### config.mk
export PLATFORM = sky130hd
export DESIGN_NAME = slrp_regs
export DESIGN_NICKNAME = d
export VERILOG_FILES = /design/src/core/slrp_pkg.sv /design/src/core/slrp_if.sv /design/src/core/slrp_sync.sv /design/src/core/slrp_pin_mux.sv /design/src/core/slrp_regs.sv
export SDC_FILE = /design/constraint.sdc
export NUM_CORES = 1
export LEC_CHECK = 0
export ABC_CLOCK_PERIOD_IN_PS = 4250
export BUFFER_PORTS_ARGS = -buffer_cell sky130_fd_sc_hd__buf_2
export CORE_ASPECT_RATIO = 0.5
export CORE_UTILIZATION = 55
export CTS_CLUSTER_SIZE = 20
export DETAILED_ROUTE_END_ITERATION = 12
export PLACE_DENSITY = 0.72
export SYNTH_ARGS = -nofsm -noshare
export SYNTH_HDL_FRONTEND = slang
export SYNTH_HIERARCHICAL = 1
export SYNTH_SLANG_ARGS = --single-unit
### constraint.sdc
create_clock -name clock -period 4.25 [get_ports clock]
set_input_delay 0.6375 -clock clock [delete_from_list [all_inputs] [get_ports clock]]
set_output_delay 0.6375 -clock clock [all_outputs]
set_load 0.02 [all_outputs]
### src/core/slrp_pkg.sv
// Shared constants, codes and types for the sleep, wake timer and pin function bank
package slrp_pkg;

   // ----------------------------------------------------------------
   // Register byte addresses
   // ----------------------------------------------------------------
   localparam logic [31:0] ADDR_SLEEP_WAKE_CONFIG = 32'h20000380;
   localparam logic [31:0] ADDR_WAKE_INTERVAL = 32'h20000384;
   localparam logic [31:0] ADDR_TEMPERATURE_MONITOR = 32'h2000038C;
   localparam logic [31:0] ADDR_PIN_FUNCTION_SELECT_LOW = 32'h20000394;
   localparam logic [31:0] ADDR_PIN_OUTPUT_LEVEL = 32'h200003F0;
   localparam logic [31:0] ADDR_WAKE_STATUS = 32'h200003F4;
   localparam logic [31:0] ADDR_WAKE_COUNT = 32'h200003F8;

   // ----------------------------------------------------------------
   // Field positions and widths
   // ----------------------------------------------------------------
   localparam int BIT_GLOBAL_ENABLE = 31;
   localparam int BIT_KEEP_MEMORY = 16;
   localparam int BIT_SOURCE_SELECT = 15;
   localparam int BIT_REAPPLY = 13;
   localparam int BIT_REALIGN = 12;
   localparam int BIT_TIMER_ENABLE = 10;
   localparam int TEMP_WIDTH = 12;
   localparam int PIN_COUNT = 4;
   localparam int FUNC_WIDTH = 6;
   localparam int PIN_FIELD_STRIDE = 8;
   localparam int SYNC_STAGES = 2;
   localparam int STATUS_BIT_ASLEEP = 0;
   localparam int STATUS_BIT_ARMED = 1;
   localparam int STATUS_BIT_SOURCE = 2;
   localparam logic [31:0] PIN_SELECT_MASK = 32'h3F3F3F3F;

   // ----------------------------------------------------------------
   // Reset values
   // ----------------------------------------------------------------
   localparam logic [31:0] RST_SLEEP_WAKE_CONFIG = 32'h00000000;
   localparam logic [31:0] RST_WAKE_INTERVAL = 32'h00000000;
   localparam logic [31:0] RST_PIN_FUNCTION = 32'h00000000;
   localparam logic [PIN_COUNT-1:0] RST_PIN_LEVEL = 4'h0;

   // ----------------------------------------------------------------
   // Pin function codes
   // ----------------------------------------------------------------
   localparam logic [FUNC_WIDTH-1:0] FN_IRQ_IN_A = 6'h04;
   localparam logic [FUNC_WIDTH-1:0] FN_IRQ_IN_B = 6'h05;
   localparam logic [FUNC_WIDTH-1:0] FN_IRQ_OUT_A = 6'h06;
   localparam logic [FUNC_WIDTH-1:0] FN_IRQ_OUT_B = 6'h07;
   localparam logic [FUNC_WIDTH-1:0] FN_SERIAL_TX = 6'h0C;
   localparam logic [FUNC_WIDTH-1:0] FN_SERIAL_RX = 6'h0D;
   localparam logic [FUNC_WIDTH-1:0] FN_SERIAL_CLK = 6'h0E;
   localparam logic [FUNC_WIDTH-1:0] FN_PLAIN_OUT_BASE = 6'h18;
   localparam logic [FUNC_WIDTH-1:0] FN_CLOCK_OUT = 6'h24;

   // Sleep sequencing states
   typedef enum logic [1:0] {SLRP_AWAKE, SLRP_ASLEEP, SLRP_WOKEN} slrp_sleep_t;

   // Selector field of one pin out of the packed register
   function automatic logic [FUNC_WIDTH-1:0] pin_field(input logic [31:0] word, input int n);
      pin_field = word[n*PIN_FIELD_STRIDE +: FUNC_WIDTH];
   endfunction : pin_field

endpackage : slrp_pkg

### src/core/slrp_if.sv
// Configuration carried from the register bank to the pin multiplexer
`timescale 1ns/1ps
interface slrp_if;
   logic [31:0] pin_function;
   logic [slrp_pkg::PIN_COUNT-1:0] pin_level;
   logic global_enable;

   // Register bank drives, multiplexer listens
   modport bank (output pin_function, output pin_level, output global_enable);
   modport mux (input pin_function, input pin_level, input global_enable);
endinterface : slrp_if

### src/core/slrp_sync.sv
// Two flip-flop synchroniser for levels entering from outside the clock domain
`timescale 1ns/1ps
module slrp_sync #(
   parameter int WIDTH = 1,
   parameter int STAGES = slrp_pkg::SYNC_STAGES
) (
   input wire logic clock,
   input wire logic rst_n,
   input wire logic [WIDTH-1:0] d,
   output logic [WIDTH-1:0] q
);
   logic [WIDTH-1:0] stage [STAGES];

   // Shift chain; only the last stage leaves the module
   always_ff @(posedge clock) begin
      if (!rst_n) begin
         for (int i = 0; i < STAGES; i++) begin
            stage[i] <= '0;
         end
      end else begin
         stage[0] <= d;
         for (int i = 1; i < STAGES; i++) begin
            stage[i] <= stage[i-1];
         end
      end
   end

   assign q = stage[STAGES-1];
endmodule : slrp_sync

### src/core/slrp_pin_mux.sv
// Per-pin function routing for the four general-purpose pins
`timescale 1ns/1ps
module slrp_pin_mux (
   input wire logic clock,
   input wire logic rst_n,
   slrp_if.mux cfg,
   input wire logic [slrp_pkg::PIN_COUNT-1:0] pin_in_sync,
   input wire logic interrupt_output_a,
   input wire logic interrupt_output_b,
   input wire logic serial_port_tx_line,
   input wire logic programmable_clock_out,
   output logic [slrp_pkg::PIN_COUNT-1:0] pin_out,
   output logic [slrp_pkg::PIN_COUNT-1:0] pin_oe,
   output logic interrupt_input_a,
   output logic interrupt_input_b,
   output logic serial_port_rx_line,
   output logic serial_port_bit_clock
);
   logic [slrp_pkg::PIN_COUNT-1:0] next_out;
   logic [slrp_pkg::PIN_COUNT-1:0] next_oe;
   logic [3:0] next_in;
   logic [slrp_pkg::FUNC_WIDTH-1:0] code;

   // Decode every selector; inputs from several pins are OR-ed together
   always_comb begin
      next_out = '0;
      next_oe = '0;
      next_in = '0;
      code = '0;
      for (int n = 0; n < slrp_pkg::PIN_COUNT; n++) begin
         code = slrp_pkg::pin_field(cfg.pin_function, n);
         if (cfg.global_enable) begin
            if (code == slrp_pkg::FN_IRQ_IN_A) next_in[0] = next_in[0] | pin_in_sync[n];
            if (code == slrp_pkg::FN_IRQ_IN_B) next_in[1] = next_in[1] | pin_in_sync[n];
            if (code == slrp_pkg::FN_SERIAL_RX) next_in[2] = next_in[2] | pin_in_sync[n];
            if (code == slrp_pkg::FN_SERIAL_CLK) next_in[3] = next_in[3] | pin_in_sync[n];
            if (code == slrp_pkg::FN_IRQ_OUT_A) begin
               next_oe[n] = 1'b1;
               next_out[n] = interrupt_output_a;
            end
            if (code == slrp_pkg::FN_IRQ_OUT_B) begin
               next_oe[n] = 1'b1;
               next_out[n] = interrupt_output_b;
            end
            if (code == slrp_pkg::FN_SERIAL_TX) begin
               next_oe[n] = 1'b1;
               next_out[n] = serial_port_tx_line;
            end
            if (code == slrp_pkg::FN_PLAIN_OUT_BASE + 6'(n)) begin
               next_oe[n] = 1'b1;
               next_out[n] = cfg.pin_level[n];
            end
            if (code == slrp_pkg::FN_CLOCK_OUT) begin
               next_oe[n] = 1'b1;
               next_out[n] = programmable_clock_out;
            end
         end
      end
   end

   always_ff @(posedge clock) begin
      if (!rst_n) begin
         pin_out <= '0;
         pin_oe <= '0;
         {serial_port_bit_clock, serial_port_rx_line} <= 2'h0;
         {interrupt_input_b, interrupt_input_a} <= 2'h0;
      end else begin
         pin_out <= next_out;
         pin_oe <= next_oe;
         {serial_port_bit_clock, serial_port_rx_line} <= next_in[3:2];
         {interrupt_input_b, interrupt_input_a} <= next_in[1:0];
      end
   end
endmodule : slrp_pin_mux

### src/core/slrp_regs.sv
// Sleep, wake timer, temperature and pin function register bank with its control logic
`timescale 1ns/1ps

// Notes on behaviour
// - Top config bit gates timer, retention, pins
// - Retain bit keeps backed memory in sleep
// - Source bit picks RC or crystal slow clock
// - Reapply bit loads timer on configure, self-clears
// - Realign bit restarts timer phase at sleep
// - Realign bit clears after armed sleep entry
// - Enable bit arms alarm that wakes device
// - Interval is full 32-bit tick count
// - Temperature in low twelve bits, signed
// - Codes 4 and 5 feed interrupt inputs
// - Codes 6 and 7 drive interrupt outputs
// - Codes C and D are serial lines
// - Code E carries shared serial bit clock
// - Code 18 plus pin index makes plain output
// - Code 24 drives programmable clock out
module slrp_regs (
   input wire logic clock,
   input wire logic rst_n,
   input wire logic [31:0] bus_addr,
   input wire logic [31:0] bus_wdata,
   input wire logic bus_write,
   input wire logic bus_read,
   output logic [31:0] bus_rdata,
   input wire logic configure_device_command,
   input wire logic sleep_state,
   input wire logic [slrp_pkg::TEMP_WIDTH-1:0] temperature_sample,
   input wire logic slow_rc_oscillator,
   input wire logic slow_crystal_oscillator,
   input wire logic [slrp_pkg::PIN_COUNT-1:0] pin_in,
   output logic [slrp_pkg::PIN_COUNT-1:0] pin_out,
   output logic [slrp_pkg::PIN_COUNT-1:0] pin_oe,
   input wire logic interrupt_output_a,
   input wire logic interrupt_output_b,
   input wire logic serial_port_tx_line,
   input wire logic programmable_clock_out,
   output logic interrupt_input_a,
   output logic interrupt_input_b,
   output logic serial_port_rx_line,
   output logic serial_port_bit_clock,
   output logic wake_request,
   output logic keep_memory_in_sleep,
   output logic wake_timer_source_select
);

   // ----------------------------------------------------------------
   // Storage and internal state
   // ----------------------------------------------------------------
   logic [31:0] sleep_wake_config;
   logic [31:0] wake_interval;
   logic [31:0] pin_function_select_low;
   logic [slrp_pkg::PIN_COUNT-1:0] pin_output_level;
   logic [slrp_pkg::TEMP_WIDTH-1:0] temperature_monitor;

   // Timer settings in force, loaded only by a configure command
   logic active_source;
   logic active_enable;
   logic [31:0] active_interval;

   logic [31:0] tick_count;
   logic slow_prev;
   slrp_pkg::slrp_sleep_t sleep_fsm;
   slrp_pkg::slrp_sleep_t next_sleep_fsm;

   logic [1:0] slow_sync;
   logic [slrp_pkg::PIN_COUNT-1:0] pin_in_sync;
   logic slow_now;
   logic tick;
   logic alarm;
   logic armed;
   logic sleep_entry;
   logic reapply_now;
   logic cfg_write;
   logic [31:0] next_rdata;

   slrp_if pin_cfg ();

   // ----------------------------------------------------------------
   // Crossing of slow clocks and pins
   // ----------------------------------------------------------------

   // Slow oscillators are sampled as levels; edges become ticks here
   slrp_sync #(
      .WIDTH(2),
      .STAGES(slrp_pkg::SYNC_STAGES)
   ) u_slow_sync (
      .clock(clock),
      .rst_n(rst_n),
      .d({slow_crystal_oscillator, slow_rc_oscillator}),
      .q(slow_sync)
   );

   // Pin levels pass the same two stages before routing
   slrp_sync #(
      .WIDTH(slrp_pkg::PIN_COUNT),
      .STAGES(slrp_pkg::SYNC_STAGES)
   ) u_pin_sync (
      .clock(clock),
      .rst_n(rst_n),
      .d(pin_in),
      .q(pin_in_sync)
   );

   // ----------------------------------------------------------------
   // Decoded strobes and timer terms
   // ----------------------------------------------------------------

   assign armed = sleep_wake_config[slrp_pkg::BIT_GLOBAL_ENABLE] & active_enable;
   // slow clock chosen by active source
   assign slow_now = active_source ? slow_sync[1] : slow_sync[0];
   assign tick = slow_now & ~slow_prev;
   assign alarm = armed & tick & (tick_count + 32'h00000001 >= active_interval);
   assign sleep_entry = (sleep_fsm == slrp_pkg::SLRP_AWAKE) & sleep_state;
   assign cfg_write = bus_write & (bus_addr == slrp_pkg::ADDR_SLEEP_WAKE_CONFIG);
   // reapply acts only on the command
   assign reapply_now = configure_device_command
      & sleep_wake_config[slrp_pkg::BIT_REAPPLY];

   // ----------------------------------------------------------------
   // Register writes
   // ----------------------------------------------------------------

   // Sleep config; a software write beats the self-clearing of bits 13 and 12
   always_ff @(posedge clock) begin
      if (!rst_n) begin
         sleep_wake_config <= slrp_pkg::RST_SLEEP_WAKE_CONFIG;
      end else if (cfg_write) begin
         sleep_wake_config <= bus_wdata;
      end else begin
         if (reapply_now) begin
            sleep_wake_config[slrp_pkg::BIT_REAPPLY] <= 1'b0;
         end
         if (sleep_entry & armed) begin
            sleep_wake_config[slrp_pkg::BIT_REALIGN] <= 1'b0;
         end
      end
   end

   // Wake interval is plain storage until a configure command takes it
   always_ff @(posedge clock) begin
      if (!rst_n) begin
         wake_interval <= slrp_pkg::RST_WAKE_INTERVAL;
      end else if (bus_write & (bus_addr == slrp_pkg::ADDR_WAKE_INTERVAL)) begin
         wake_interval <= bus_wdata;
      end
   end

   // Pin selectors; gap bits are never stored
   always_ff @(posedge clock) begin
      if (!rst_n) begin
         pin_function_select_low <= slrp_pkg::RST_PIN_FUNCTION;
      end else if (bus_write & (bus_addr == slrp_pkg::ADDR_PIN_FUNCTION_SELECT_LOW)) begin
         pin_function_select_low <= bus_wdata & slrp_pkg::PIN_SELECT_MASK;
      end
   end

   // Levels for pins in their plain output mode
   always_ff @(posedge clock) begin
      if (!rst_n) begin
         pin_output_level <= slrp_pkg::RST_PIN_LEVEL;
      end else if (bus_write & (bus_addr == slrp_pkg::ADDR_PIN_OUTPUT_LEVEL)) begin
         pin_output_level <= bus_wdata[slrp_pkg::PIN_COUNT-1:0];
      end
   end

   always_ff @(posedge clock) begin
      if (!rst_n) begin
         temperature_monitor <= '0;
      end else begin
         temperature_monitor <= temperature_sample;
      end
   end

   // ----------------------------------------------------------------
   // Wake timer
   // ----------------------------------------------------------------

   always_ff @(posedge clock) begin
      if (!rst_n) begin
         active_source <= 1'b0;
         active_enable <= 1'b0;
         active_interval <= slrp_pkg::RST_WAKE_INTERVAL;
      end else if (reapply_now) begin
         active_source <= sleep_wake_config[slrp_pkg::BIT_SOURCE_SELECT];
         active_enable <= sleep_wake_config[slrp_pkg::BIT_TIMER_ENABLE];
         active_interval <= wake_interval;
      end
   end

   // Tick counter runs freely while armed, so the phase drifts unless realigned
   always_ff @(posedge clock) begin
      if (!rst_n) begin
         tick_count <= '0;
         slow_prev <= 1'b0;
      end else if (sleep_entry & sleep_wake_config[slrp_pkg::BIT_REALIGN]) begin
         tick_count <= '0;
         slow_prev <= slow_now;
      end else begin
         slow_prev <= slow_now;
         if (!armed | alarm) begin
            tick_count <= '0;
         end else if (tick) begin
            tick_count <= tick_count + 32'h00000001;
         end
      end
   end

   // ----------------------------------------------------------------
   // Sleep sequencing
   // ----------------------------------------------------------------

   // Woken state waits for the power sequencer to drop sleep
   always_comb begin
      next_sleep_fsm = sleep_fsm;
      unique case (sleep_fsm)
         slrp_pkg::SLRP_AWAKE: begin
            if (sleep_state) next_sleep_fsm = slrp_pkg::SLRP_ASLEEP;
         end
         slrp_pkg::SLRP_ASLEEP: begin
            if (!sleep_state) begin
               next_sleep_fsm = slrp_pkg::SLRP_AWAKE;
            end else if (alarm) begin
               next_sleep_fsm = slrp_pkg::SLRP_WOKEN;
            end
         end
         slrp_pkg::SLRP_WOKEN: begin
            if (!sleep_state) next_sleep_fsm = slrp_pkg::SLRP_AWAKE;
         end
         default: next_sleep_fsm = slrp_pkg::SLRP_AWAKE;
      endcase
   end

   always_ff @(posedge clock) begin
      if (!rst_n) begin
         sleep_fsm <= slrp_pkg::SLRP_AWAKE;
      end else begin
         sleep_fsm <= next_sleep_fsm;
      end
   end

   always_ff @(posedge clock) begin
      if (!rst_n) begin
         wake_request <= 1'b0;
      end else begin
         wake_request <= (sleep_fsm == slrp_pkg::SLRP_ASLEEP) & sleep_state & alarm;
      end
   end

   always_ff @(posedge clock) begin
      if (!rst_n) begin
         keep_memory_in_sleep <= 1'b0;
      end else begin
         keep_memory_in_sleep <= sleep_wake_config[slrp_pkg::BIT_GLOBAL_ENABLE]
            & sleep_wake_config[slrp_pkg::BIT_KEEP_MEMORY];
      end
   end

   // Source actually in use, for the oscillator power control
   always_ff @(posedge clock) begin
      if (!rst_n) begin
         wake_timer_source_select <= 1'b0;
      end else begin
         wake_timer_source_select <= active_source;
      end
   end

   // ----------------------------------------------------------------
   // Pin routing
   // ----------------------------------------------------------------

   assign pin_cfg.global_enable = sleep_wake_config[slrp_pkg::BIT_GLOBAL_ENABLE];
   assign pin_cfg.pin_function = pin_function_select_low;
   assign pin_cfg.pin_level = pin_output_level;

   slrp_pin_mux u_pin_mux (
      .clock(clock),
      .rst_n(rst_n),
      .cfg(pin_cfg.mux),
      .pin_in_sync(pin_in_sync),
      .interrupt_output_a(interrupt_output_a),
      .interrupt_output_b(interrupt_output_b),
      .serial_port_tx_line(serial_port_tx_line),
      .programmable_clock_out(programmable_clock_out),
      .pin_out(pin_out),
      .pin_oe(pin_oe),
      .interrupt_input_a(interrupt_input_a),
      .interrupt_input_b(interrupt_input_b),
      .serial_port_rx_line(serial_port_rx_line),
      .serial_port_bit_clock(serial_port_bit_clock)
   );

   // ----------------------------------------------------------------
   // Register reads
   // ----------------------------------------------------------------

   // Read mux; unmapped addresses answer zero
   always_comb begin
      next_rdata = '0;
      unique case (bus_addr)
         slrp_pkg::ADDR_SLEEP_WAKE_CONFIG: next_rdata = sleep_wake_config;
         slrp_pkg::ADDR_WAKE_INTERVAL: next_rdata = wake_interval;
         slrp_pkg::ADDR_TEMPERATURE_MONITOR: begin
            next_rdata[slrp_pkg::TEMP_WIDTH-1:0] = temperature_monitor;
         end
         slrp_pkg::ADDR_PIN_FUNCTION_SELECT_LOW: next_rdata = pin_function_select_low;
         slrp_pkg::ADDR_PIN_OUTPUT_LEVEL: begin
            next_rdata[slrp_pkg::PIN_COUNT-1:0] = pin_output_level;
         end
         slrp_pkg::ADDR_WAKE_STATUS: begin
            next_rdata[slrp_pkg::STATUS_BIT_ASLEEP] = (sleep_fsm != slrp_pkg::SLRP_AWAKE);
            next_rdata[slrp_pkg::STATUS_BIT_ARMED] = armed;
            next_rdata[slrp_pkg::STATUS_BIT_SOURCE] = active_source;
         end
         slrp_pkg::ADDR_WAKE_COUNT: next_rdata = tick_count;
         default: next_rdata = '0;
      endcase
   end

   // Data stands only in the cycle after the read strobe
   always_ff @(posedge clock) begin
      if (!rst_n) begin
         bus_rdata <= '0;
      end else if (bus_read) begin
         bus_rdata <= next_rdata;
      end else begin
         bus_rdata <= '0;
      end
   end

endmodule : slrp_regs

## Word level (Yosys, flattened, before mapping)

Memory sizes are Yosys's and may differ from the RTL's.
Cells that the tools add are included.

| cells by class | value |
|---|---|
| add/sub/neg operators | 1 |
| order comparisons | 1 |
| equality and inequality tests | 48 |
| mux-type cells | 79 |
| bitwise operators | 34 |
| reductions and logical operators | 9 |

Operators by type and width:

| operator | count |
|---|---|
| equality test 32 x 30 -> 1 bit, second input constant | 7 |
| equality test 6 x 3 -> 1 bit, second input constant | 16 |
| case mux 20 bit (4 select lines) | 1 |
| equality test 6 x 4 -> 1 bit, second input constant | 12 |
| 2-to-1 mux 1 bit | 61 |
| case mux 8 bit (5 select lines) | 1 |
| adder 32 x 1 -> 32 bit, second input constant | 1 |
| greater-or-equal comparator 32 bit | 1 |
| equality test 6 x 5 -> 1 bit, second input constant | 4 |
| equality test 6 bit, second input constant | 4 |
| 2-to-1 mux 4 bit | 6 |
| case mux 3 bit (7 select lines) | 1 |
| OR 1 bit | 17 |
| bitwise AND 1 bit | 15 |
| 2-to-1 mux 2 bit | 7 |
| case mux 1 bit (6 select lines) | 1 |
| case mux 2 bit (3 select lines) | 1 |
| nonzero test 2 bit | 3 |
| inequality test 2 bit, second input constant | 2 |
| AND reduction 2 bit | 2 |
| inequality test 3 bit, second input constant | 1 |
| AND reduction 3 bit | 1 |
| OR reduction 3 bit | 1 |
| equality test 2 x 1 -> 1 bit, second input constant | 1 |
| other kinds (4) | 5 |

| word-level totals | value |
|---|---|
| register bits | 220 |
| memory bits (writable) | 12 |
| input port bits | 92 |
| memories kept | 2 |

Memory list:

| memory | words | bits a word | rd ports | clocked after memory_dff | write ports | line | text |
|---|---|---|---|---|---|---|---|
| u_pin_sync.stage | 2 | 4 | 2 | 0 | 2 | slrp_sync.sv:12 | `logic [WIDTH-1:0] stage [STAGES];` |
| u_slow_sync.stage | 2 | 2 | 2 | 0 | 2 | slrp_sync.sv:12 |  |

## Longest topological paths before layout

Gate-level depths: netlist of the first run.

| logic depth | value |
|---|---|
| depth in word-level cells | 12 |
| depth in mapped cells | 16 |
| depth with buffers taken out | 13 |

## Cells and area by module

The synthesis of the first run kept the hierarchy.

Modules (own cells, without submodules):

| module | instances | cells each | area an instance (µm²) | sequential area each (µm²) |
|---|---|---|---|---|
| slrp_regs | 1 | 1150 | 9930.8 | 4164.0 |
| slrp_pin_mux | 1 | 113 | 975.9 | 240.2 |
| slrp_sync (u_pin_sync) | 1 | 20 | 240.2 | 160.2 |
| slrp_sync (u_slow_sync) | 1 | 10 | 120.1 | 80.1 |

## Least setup slack after synthesis of the first run

OpenSTA, ideal clock, no wires.

| path | value |
|---|---|
| path kind | reg2reg |
| from | register tick_count[0] |
| to | register tick_count[20] |
| arrival time | 3389 ps |
| path slack | 734 ps |
| cell stages (with the launch flop) | 15 |
| buffers on the path | 2 |
| clock period less this slack | 3516 ps |
| cells stage by stage | dfxtp_1 > ha_1 > and3_1 > clkbuf_1 > nand3_1 > or3_2 > nor2_1 > xor2_1 > ha_1 > nand4_1 > or3_1 > nor3_1 > a211o_1 > buf_1 > nor2_1 |

| between the ends | value |
|---|---|
| cells in the longest elaborated chain, start to end | 5 |

Ends and longest elaborated chain:

| element | line | text |
|---|---|---|
| start: declaration | slrp_regs.sv:63 | `logic [31:0] tick_count;` |
| start signal: assignment | slrp_regs.sv:206 | `tick_count <= tick_count + 32'h00000001;` |
| adder 32 x 1 -> 32 bit (*) | slrp_regs.sv:115, slrp_regs.sv:206 |  |
| greater-or-equal comparator 32 bit | slrp_regs.sv:115 | `assign alarm = armed & tick & (tick_count + 32'h00000001 >= active_interval);` |
| bitwise AND 1 bit | slrp_regs.sv:115 |  |
| OR 1 bit | slrp_regs.sv:203 | `if (!armed \| alarm) begin` |
| OR reduction 3 bit (no source line) | - |  |

Every way passes the cells marked *; elsewhere a longest branch is shown, timed or not.
A chain may end at the register's enable or synchronous reset.

## Worst setup path in the final report of the first run

| path | value |
|---|---|
| from | register tick_count[0] |
| to | register tick_count[8] |

Same word-level chain as after synthesis.

==> summary.md, run 1 <==
| Metric | Value |
|---|---|
| Result of the run | completed |
| Sequential cell area | between 4000 and 5000 um^2 |
| Core area | between 15,000 and 20,000 um^2 |
| Number of levels the H-tree was split into | 1 |
| Total number of clock tree sinks | roughly 230 |
| Max-cap violation count | 0 |
| Antenna violations before repair | 2 |
| Pint | approximately 3300 uW |
| Area Overhead vs Synth | 13.3% |
| Per-instance average area after synthesis | between 8 and 9 um^2 |
| GR Util All Layers | 32.3% |
| Vias post-DR | 9,789 |
| Post-synth net total | around 1,400 |
| Min cycle time layout | between 3 and 4 ns |
| Die H | between 100 and 150 um |
| Cell area after technology mapping | about 11,000 um^2 |
| CTS tree | built |
| Met1 GRT Util | ~47% |
| Max VDD drop | approximately 0.24 mV |
| Portion of total power attributed to combinational logic | about 3.7% |
| Path class of the lowest-slack min-delay path | input port to flip-flop |
| Die boundary width | about 200 um |
| Post-detailed-route via-to-cell ratio | around 6 |
| Sum of overflow across all layers after global routing | 0 |
| Clock group share of total power | between 40% and 50% |
| CTS buffer count | 21 |
| Yosys synthesis warning count | 6 |
| Number of global-route vias before repair | just over 9,000 |
| Initial cell density of the core | 57.0% |
| Bufs on Longest Clock Path | 3 |
| Busiest layer in global routing | met1 |
| Count of mapped cells out of synthesis | roughly 1,300 |
| Overall die area | 21,100 um^2 |
| Final weighted congestion in routability-driven placement | ~0.92 |
| Input/output buffers | 138 |
| Reported net switching power | approximately 930 uW |
| Final cell count without fillers | ~1,700 |
| Static leakage | 0.00454 uW |
| Final net count | between 1,500 and 2,000 |
| Hold-fix buffers at CTS | 0 |
| Final total power | about 4200 uW |
| Antenna violation net count after detailed routing | 0 |
| Part of the total power dissipated in sequential elements | 51.6% |
| Met3 Track Usage GR | just over 10% |
| Met2 layer usage reported by global route | between 40% and 50% |
| Total length of routed wires | around 34,000 um |
| Violation count after the first detailed-routing iteration | 953 |
| Power per standard cell area | 333 nW/um^2 |
| Total Negative Setup Slacks | 0 ns |
| DR pass1 iterations | 6 |
| RSZ-0062 raised after global routing | false |
| Count of standard-cell rows | 36 |
| Fmax | about 270 MHz |
| Kind of critical path | flip-flop to flip-flop |
| Worst Setup End Kind | flip-flop |
| Sw Ratio | between 20% and 30% |
| Fillcell total | 1,712 |
| Worst clock skew | between 0.015 and 0.02 ns |
| Worst slew pin tran | ~1.2 ns |
| Normalized max-slew margin | between 10% and 20% |
| Drt drc | 0 |
| Post-CTS Setup Inserts | 0 |
| Final number of max-transition violations | 0 |
| Share of the clock period used by the worst path after layout | between 80 and 90% |
| Area occupied by multi-input gates | between 6000 and 7000 um^2 |
| Clock root cell | clkbuf_16 |
| Fraction of final layout cells with drive strength greater than 1 | between 10% and 20% |
| WL/cell | 20.2 um |
| Clock insertion delay at the later pin of the skew report | between 0.5 and 0.6 ns |
| CTS clk-pin slew, worst paths | roughly 0.07 ns |
| I/O pin cnt | between 100 and 150 |
| Required time at the worst-slack endpoint | 4.64 ns |
| Number of endpoints with negative hold slack in the final report | 0 |
| Worst Path Arrival | around 4.1 ns |
| Pin count of the biggest net entering global routing | between 80 and 90 |
| Placed Instances | 1,638 |
| HPWL after DPL | roughly 25,000 um |
| Total of cells resized after clock tree synthesis | 0 |
| First-pass GRT wire length | around 51,000 um |
| Peak fanout along the critical path | 32 |
| Kind of start point of the critical path | flip-flop |
| # setup viols final | 0 |
## registers in the layout, indices dropped and copies added, names as in the netlist, 8 cells and up
signal                count
sleep_wake_config        32
u_pin_sync/stage          8
bus_rdata                32
pin_cfg.pin_function     24
tick_count               32
wake_interval            32
temperature_monitor      12
active_interval          32
## through the flow
step                hold slack, ns  util (%)  instance area, um^2  setup slack [ns]
floorplan                    0.406         -                11300             0.734
global placement             0.410      61.2                12100             0.707
detailed placement           0.410      61.2                12100             0.599
CTS                          0.306      64.5                12800             0.557
global route                 0.302      64.5                12800             0.219
finish                       0.317      64.5                12800             0.513
## final timing paths
| check | start | cells past startpoint | slack [ns] | to |
|---|---|---|---|---|
| worst min-delay path | pin_in[0] | 2 | 0.32 | u_pin_sync/stage[0][0] |
| worst max-delay path | tick_count[0] | 13 | 0.51 | tick_count[8] |
| worst max register to register | tick_count[0] | 13 | 0.51 | tick_count[8] |
| worst min register to register | u_slow_sync/stage[0][0] | 1 | 0.43 | u_slow_sync/stage[0][2] |
## power by group through the flow
stage               clock [uW]  sequential (uW)  combinational, uW
global placement             0             2240                152
floorplan                    0             2240               78.4
finish                    1900             2190                157
global route              2000             2190                167
detailed placement           0             2240                154
CTS                       1920             2190                154
## layout make-up
cell class,count,area share (%)
Inverter,42,1.24
Timing Repair Buffer,160,6.82
Multi-Input combinational cell,938,47.8
Tap cell,266,2.61
Clock inverter,8,0.735
Sequential cell,232,36.4
Antenna cell,1,0.0196
Clock buffer,26,4.42
## layout by cell type, fill, tap and decap left out, drive strengths merged, types with 6 or more instances in the layout
cell,count
clkbuf,26
and3,7
dfxtp,232
nand2,245
nor2,98
nor4b,7
nand4b,8
a22o,12
nor3b,7
nor3,13
o21ai,15
nand4,20
and2,31
a221oi,8
buf,160
nor4,7
nand3,24
xor2,28
mux2i,51
a22oi,30
a21oi,31
xnor2,33
a21boi,99
mux2,6
o22a,20
and4,8
inv,43
nor2b,35
ha,33
a32oi,7
## per-layer routing
layer  wire length (um)  share of wire (%)  vias to the layer above
li1                   -                  -                     4664
met1              15700                 47                     4645
met2              13400                 40                      442
met3               4070                 12                       38
met4                537                1.6                        0
met5                  0                  0                        -
## worst max-delay path, stage by stage (launching register included)
cell,delay [ns]
dfxtp_1,0.45
ha_1,0.24
and3_1,0.33
nand3_1,0.16
or3_2,0.46
nor2_1,0.15
xor2_1,0.09
ha_1,0.32
nand4_1,0.15
or3_1,0.39
nor3_1,0.25
a211o_1,0.17
buf_4,0.33
nor2_1,0.10
Note: power is estimated with default switching activity, not from simulation.
==> run 2, diff against run 1 <==
--- a/config.mk
+++ b/config.mk
@@ -5,6 +5,7 @@
 export SDC_FILE = /design/constraint.sdc
 export NUM_CORES = 1
 export LEC_CHECK = 0
+export ABC_AREA = 1
 export ABC_CLOCK_PERIOD_IN_PS = 4250
 export BUFFER_PORTS_ARGS = -buffer_cell sky130_fd_sc_hd__buf_2
 export CORE_ASPECT_RATIO = 0.5
==> run 2 against run 1 <==
Net effect: final area up 5.4%; die area up 5.8%; count of clock-buffer cells in the layout unchanged; worst setup slack better by 0.26 ns; critical path type unchanged; highest routed layer unchanged.
==> summary.md, run 2 <==
| Metric | Value |
|---|---|
| Result of the run | completed (unchanged) |
| Kind of critical path | flip-flop to flip-flop (unchanged) |
| Total number of clock tree sinks | 232 (unchanged) |
| Per-instance average area after synthesis | 6.78 um^2 (was 8.72 um^2) |
| Worst Path Arrival | 3.93 ns (was 4.12 ns) |
| # setup viols final | 0 (unchanged) |
| Fraction of final layout cells with drive strength greater than 1 | 15.8% (was 16.0%) |
| Sum of overflow across all layers after global routing | 0 (unchanged) |
| DR pass1 iterations | 6 (unchanged) |
| Drt drc | 0 (unchanged) |
| Overall die area | 22,300 um^2 (was 21,100 um^2) |
| Sw Ratio | 22.4% (was 21.9%) |
| Design area | 13,400 um^2 (was 12,800 um^2) |
| Peak fanout along the critical path | 23 (was 32) |
| Initial cell density of the core | 57.1% (was 57.0%) |
| Critical path cell sequence | inv_1 > nor3_1 > nand2_1 > nor3_1 > nand3_1 > and2_1 > ha_1 > a21oi_1 > nor2_1 > nor3_1 > nand2_1 > a21oi_1 > nand2_1 > nand2_1 > nand2_1 > buf_12 > nor2_1 (was ha_1 > and3_1 > nand3_1 > or3_2 > nor2_1 > xor2_1 > ha_1 > nand4_1 > or3_1 > nor3_1 > a211o_1 > buf_4 > nor2_1) |
| Antenna cell count | 0 (was 1) |
| Final number of max-transition violations | 0 (unchanged) |
| Pin count of the biggest net entering global routing | 81 (was 87) |
| Vias post-DR | 11,814 (was 9,789) |
| Cell repeated most along the worst path | nand2_1 |
| Required time at the worst-slack endpoint | 4.71 ns (was 4.64 ns) |
| Count of mapped cells out of synthesis | 1,759 (was 1,292) |
| Portion of total power attributed to combinational logic | 3.9% (was 3.7%) |
| Final weighted congestion in routability-driven placement | 0.953 (was 0.919) |
| Max VDD drop | 0.334 mV (was 0.244 mV) |
| Min Hold Slack | 0.285 ns (was 0.317 ns) |
| Fmax | 288 MHz (was 268 MHz) |
| Post-CTS Setup Inserts | 0 (unchanged) |
| Max-cap violation count | 0 (unchanged) |
| Number of endpoints with negative hold slack in the final report | 0 (unchanged) |
| Most common cell after layout, fill and taps aside | nand2_1 (unchanged) |
| CP Depth | 17 (was 13) |
| Core area | 20,900 um^2 (was 19,800 um^2) |
| Antenna violations before repair | 0 (was 2) |
| Share of the clock period used by the worst path after layout | 81.7% (was 87.9%) |
| GR Util All Layers | 34.2% (was 32.3%) |
| Share of the core filled with cells in the final layout | 64.4% (was 64.5%) |
| WL/cell | 17.4 um (was 20.2 um) |
| Buffers & Inverters on Critical Path | 2 (was 1) |
| CTS tree | built (unchanged) |
| Number of levels the H-tree was split into | 1 (unchanged) |
| Total of cells resized after clock tree synthesis | 0 (unchanged) |
| Area Overhead vs Synth | 12.7% (was 13.3%) |
| Clock group share of total power | 47.4% (was 44.7%) |
| Worst clock skew | 0.0117 ns (was 0.0194 ns) |
| Depth of the worst register-to-register path | 17 (was 13) |
| Pint | 3480 uW (was 3320 uW) |
| Violation count after the first detailed-routing iteration | 1,392 (was 953) |
| CTS clk-pin slew, worst paths | 0.07 ns (about the same) |
| Bufs on Longest Clock Path | 3 (unchanged) |
| Power per standard cell area | 334 nW/um^2 (was 333 nW/um^2) |
| Hold-fix buffers at CTS | 0 (unchanged) |
| CTS buffer count | 21 (unchanged) |
| Min cycle time layout | 3.47 ns (was 3.74 ns) |
| Die boundary width | 210 um (was 204 um) |
| Instance count along the most critical hold path | 3 (was 2) |
| Worst-path cell with the longest stage delay | dfxtp_1 (was or3_2) |
| Fillcell total | 1,910 (was 1,712) |
| I/O pin cnt | 139 (unchanged) |
| Kind of start point of the critical path | flip-flop (unchanged) |
| Total length of routed wires | 37,700 um (was 33,700 um) |
| Final net count | 1,986 (was 1,520) |
| Part of the total power dissipated in sequential elements | 48.8% (was 51.6%) |
| Path class of the lowest-slack min-delay path | input port to flip-flop (unchanged) |
| First-pass GRT wire length | 58,600 um (was 51,300 um) |
| Die H | 106 um (was 103 um) |
| Instance area at placement | 12,700 um^2 (was 12,100 um^2) |
| Worst slew pin tran | 1.02 ns (was 1.25 ns) |
| Cell area after technology mapping | 11,900 um^2 (was 11,300 um^2) |
| HPWL after DPL | 28,900 um (was 24,700 um) |
| Yosys synthesis warning count | 6 (unchanged) |
| Count of standard-cell rows | 37 (was 36) |
| Commonest cells after routing, fill and taps aside | nand2_1, inv_1, dfxtp_1 (was nand2_1, dfxtp_1, buf_2) |
| Clock root cell | clkbuf_16 (unchanged) |
| Clock insertion delay at the later pin of the skew report | 0.53 ns (was 0.52 ns) |
| Antenna violation net count after detailed routing | 0 (unchanged) |
| Static leakage | 0.00611 uW (was 0.00454 uW) |
| Slowest cell delay on critical path | 0.42 ns (was 0.46 ns) |
| Reported net switching power | 1000 uW (was 929 uW) |
| Worst Setup End Kind | flip-flop (unchanged) |
| Post-synth net total | 1,884 (was 1,417) |
| Normalized max-slew margin | 31.7% (was 14.8%) |
| RSZ-0062 raised after global routing | false (unchanged) |
| Input/output buffers | 138 (unchanged) |
| Total Negative Setup Slacks | 0 ns (unchanged) |
| Number of global-route vias before repair | 10,734 (was 9,055) |
| Post-detailed-route via-to-cell ratio | 5.45 (was 5.85) |
| Critical path's top delay family | simple AND/OR/NAND/NOR gates (unchanged) |
run 2: path summary, 6_finish.rpt:
path | start | end | slack, ns
setup / recovery | tick_count[15] | tick_count[6] | 0.78
hold / removal | pin_in[1] | u_pin_sync/stage[0][1] | 0.29
setup reg to reg | tick_count[15] | tick_count[6] | 0.78
hold reg to reg | u_pin_sync/stage[0][3] | u_pin_sync/stage[0][7] | 0.42
run 2: tightest hold or removal path, cell delays in order:
cell and delay [ns]:
buf_2 0.07, nand2_1 0.04, inv_1 0.04
run 2: layout make-up:
class	count	area [um^2]	area share, %
timing repair buffer	144	751	5.58
clock inverter	12	174	1.29
tap	292	365	2.72
inverter	264	992	7.38
sequential	232	4640	34.5
clock buffer	26	594	4.42
multi-input combinational	1198	5930	44.1
run 2: routing by layer:
layer	vias up	wire length, um	track usage [%]
met3	64	4570	9.45
met5	-	0	0
met2	572	15100	48.7
li1	5724	-	-
met1	5454	17300	51.0
met4	0	699	6.57
run 2: power by group through the flow:
stage | logic, uW | registers [uW] | clock network [uW]
3_3_place_gp | 166 | 2240 | 0
5_1_grt | 189 | 2190 | 2230
2_1_floorplan | 82.0 | 2240 | 0
3_5_place_dp | 168 | 2240 | 0
6_report | 173 | 2190 | 2130
4_1_cts | 169 | 2190 | 2140
run 2: per-stage QoR:
| stage | setup WS [ns] | std cells | power (uW) |
|---|---|---|---|
| finish | 0.776 | 2168 | 4490 |
| floorplan | 1.59 | 1759 | 2320 |
| global route | 0.264 | 2168 | 4610 |
| detailed placement | 0.855 | 2130 | 2410 |
| CTS | 0.816 | 2168 | 4500 |
| global placement | 0.979 | 2130 | 2400 |
==> run 3, diff against run 2 <==
--- a/config.mk
+++ b/config.mk
@@ -6,7 +6,7 @@
 export NUM_CORES = 1
 export LEC_CHECK = 0
 export ABC_AREA = 1
-export ABC_CLOCK_PERIOD_IN_PS = 4250
+export ABC_CLOCK_PERIOD_IN_PS = 3400
 export BUFFER_PORTS_ARGS = -buffer_cell sky130_fd_sc_hd__buf_2
 export CORE_ASPECT_RATIO = 0.5
 export CORE_UTILIZATION = 55
==> constraint.sdc (replaced) <==
create_clock -name clock -period 3.4 [get_ports clock]
set_input_delay 0.51 -clock clock [delete_from_list [all_inputs] [get_ports clock]]
set_output_delay 0.51 -clock clock [all_outputs]
set_load 0.02 [all_outputs]
==> run 3 against run 2 <==
Net effect: die area is the same; largest power group is now clock; register-to-register slack got worse by 0.52 ns; worst hold slack got worse by 0.13 ns; worst setup slack worse by 0.52 ns; largest cell class unchanged; cell count increased by 0.51%; utilization up 0.76 points.
==> summary.md, run 3 (same netlist as run 2, synthesis figures left out) <==
| Metric | Value |
|---|---|
| Total number of clock tree sinks | 232 (unchanged) |
| Pin count of the biggest net entering global routing | 65 (was 81) |
| Final number of max-transition violations | 0 (unchanged) |
| Post-CTS Setup Inserts | 0 (unchanged) |
| Most common cell after layout, fill and taps aside | nand2_1 (unchanged) |
| Reported net switching power | 1290 uW (was 1000 uW) |
| Share of the clock period used by the worst path after layout | 92.5% (was 81.7%) |
| Total length of routed wires | 37,500 um (was 37,700 um) |
| I/O pin cnt | 139 (unchanged) |
| Worst slew pin tran | 0.808 ns (was 1.02 ns) |
| # setup viols final | 0 (unchanged) |
| Sum of overflow across all layers after global routing | 0 (unchanged) |
| Kind of start point of the critical path | flip-flop (unchanged) |
| Pint | 4460 uW (was 3480 uW) |
| Fin worst setup slack | 0.257 ns (was 0.776 ns) |
| Max VDD drop | 0.353 mV (was 0.334 mV) |
| Antenna violations before repair | 0 (unchanged) |
| Worst reg2reg path endpoint | tick_count[22] (was tick_count[6]) |
| WL/cell | 17.2 um (was 17.4 um) |
| Power per standard cell area | 423 nW/um^2 (was 334 nW/um^2) |
| Design area | 13,600 um^2 (was 13,400 um^2) |
| R2r setup slk | 0.26 ns (was 0.78 ns) |
| RSZ-0062 raised after global routing | false (unchanged) |
| Initial cell density of the core | 57.1% (unchanged) |
| Worst slack at placement | 0.268 ns (was 0.855 ns) |
| Antenna violation net count after detailed routing | 0 (unchanged) |
| GR Util All Layers | 33.8% (was 34.2%) |
| CTS clk-pin slew, worst paths | 0.08 ns (was 0.07 ns) |
| Static leakage | 0.00618 uW (was 0.00611 uW) |
| Sink of the worst hold path | temperature_monitor[7] (was u_pin_sync/stage[0][1]) |
| First-pass GRT wire length | 57,800 um (was 58,600 um) |
| Depth of the worst register-to-register path | 17 (unchanged) |
| Vias post-DR | 11,671 (was 11,814) |
| Total Negative Setup Slacks | 0 ns (unchanged) |
| Commonest cells after routing, fill and taps aside | nand2_1, inv_1, dfxtp_1 (unchanged) |
| CTS tree | built (unchanged) |
| Min Hold Slack | 0.154 ns (was 0.285 ns) |
| Overall die area | 22,300 um^2 (unchanged) |
| Worst clock skew | 0.0284 ns (was 0.0117 ns) |
| Normalized max-slew margin | 45.6% (was 31.7%) |
| Clock group share of total power | 48.6% (was 47.4%) |
| Number of endpoints with negative hold slack in the final report | 0 (unchanged) |
| Bufs on Longest Clock Path | 3 (unchanged) |
| Instance count along the most critical hold path | 3 (unchanged) |
| Die boundary width | 210 um (unchanged) |
| Peak fanout along the critical path | 32 (was 23) |
| Required time at the worst-slack endpoint | 3.87 ns (was 4.71 ns) |
| Max-cap violation count | 0 (unchanged) |
| Min cycle time layout | 3.14 ns (was 3.47 ns) |
| DR pass1 iterations | 6 (unchanged) |
| Area Overhead vs Synth | 14.1% (was 12.7%) |
| Part of the total power dissipated in sequential elements | 47.5% (was 48.8%) |
| Fillcell total | 1,908 (was 1,910) |
| CTS buffer count | 22 (was 21) |
| HPWL after DPL | 28,600 um (was 28,900 um) |
| Final total power | 5750 uW (was 4490 uW) |
| Kind of critical path | flip-flop to flip-flop (unchanged) |
| Final net count | 1,996 (was 1,986) |
| Drt drc | 0 (unchanged) |
| Post-detailed-route via-to-cell ratio | 5.36 (was 5.45) |
| Portion of total power attributed to combinational logic | 3.8% (was 3.9%) |
| Core area | 20,900 um^2 (unchanged) |
| Result of the run | completed (unchanged) |
| Clock insertion delay at the later pin of the skew report | 0.54 ns (was 0.53 ns) |
| Instance area at placement | 12,800 um^2 (was 12,700 um^2) |
| Path class of the lowest-slack min-delay path | input port to flip-flop (unchanged) |
| Number of levels the H-tree was split into | 1 (unchanged) |
| Critical R2R Launch | tick_count[15] (unchanged) |
| Input/output buffers | 138 (unchanged) |
| Number of global-route vias before repair | 10,607 (was 10,734) |
| Antenna cell count | 0 (unchanged) |
| Final weighted congestion in routability-driven placement | 0.971 (was 0.953) |
| Worst Path Arrival | 3.61 ns (was 3.93 ns) |
| Die H | 106 um (unchanged) |
| Source of the worst hold timing path | temperature_sample[7] (was pin_in[1]) |
| Worst Setup End Kind | flip-flop (unchanged) |
| Clock root cell | clkbuf_16 (unchanged) |
| Fmax | 318 MHz (was 288 MHz) |
| Hold-fix buffers at CTS | 0 (unchanged) |
| Violation count after the first detailed-routing iteration | 1,276 (was 1,392) |
| Count of standard-cell rows | 37 (unchanged) |
| Fraction of final layout cells with drive strength greater than 1 | 16.4% (was 15.8%) |
| Sw Ratio | 22.4% (about the same) |
-- run 3: cell types whose count changed in the layout (fill, tap and decap cells not counted), sizes merged --
| cell | delta |
|---|---|
| clkinv | -2 |
| clkinvlp | +1 |
| clkbuf | +4 |
| buf | +9 |
| inv | -1 |
-- run 3: power groups by stage --
stage | Sequential [uW] | Combinational, uW | Clock [uW]
6_report | 2740 | 220 | 2800
5_1_grt | 2740 | 238 | 2930
4_1_cts | 2740 | 215 | 2800
3_5_place_dp | 2800 | 214 | 0
3_3_place_gp | 2800 | 211 | 0
2_1_floorplan | 2800 | 103 | 0
-- run 3: per-layer routing --
metal | GRT usage, % | share of wire (%) | vias to the layer above
met5 | 0 | 0 | -
met4 | 7.35 | 1.9 | 0
met3 | 9.04 | 12 | 59
met2 | 47.8 | 40 | 545
met1 | 50.7 | 47 | 5318
li1 | - | - | 5749
-- run 3: cell type report --
type	count	area [um^2]	share of cell area (%)
clock buffer	30	652	4.79
timing repair buffer	153	843	6.20
clock inverter	10	170	1.25
multi-input combinational	1198	5940	43.6
inverter	264	992	7.29
sequential	232	4650	34.2
tap	292	365	2.69
-- run 3: worst max-delay path, cell delays in order (launching register included) --
cell and delay [ns]:
dfxtp_1 0.40, inv_1 0.09, nor3_1 0.33, nand2_1 0.10, nor3_1 0.26, nand3_1 0.14, and2_1 0.18, ha_1 0.29
a21oi_1 0.27, nor2_1 0.07, nor3_1 0.13, nand2_1 0.08, a21oi_1 0.12, nand2_1 0.14, nand2_1 0.09, nand2_1 0.08
buf_12 0.18, nor2_1 0.10
-- run 3: what timing repair did --
| action | in CTS | in global routing |
|---|---|---|
| resized for setup | 0 | 4 |
| endpoints found under the hold margin | 0 | 0 |
| endpoints found under the setup margin | 0 | 32 |
-- run 3: worst max-delay path by stage --
stage | startpoint | endpoint | slack [ns] | depth (start not counted)
after CTS | tick_count[1] | tick_count[30] | 0.25 | 20
after detailed placement | tick_count[1] | tick_count[8] | 0.27 | 20
after global routing | tick_count[1] | tick_count[27] | 0.05 | 20
after global placement | tick_count[17] | tick_count[14] | 0.32 | 17
after floorplan | tick_count[0] | tick_count[10] | 0.74 | 20
final | tick_count[15] | tick_count[22] | 0.26 | 17
-- run 3: metrics by stage --
stage | utilization, % | std cells
CTS | 65.1 | 2179
global route | 65.2 | 2179
floorplan | - | 1759
detailed placement | 61.2 | 2139
global placement | 61.2 | 2139
finish | 65.2 | 2179
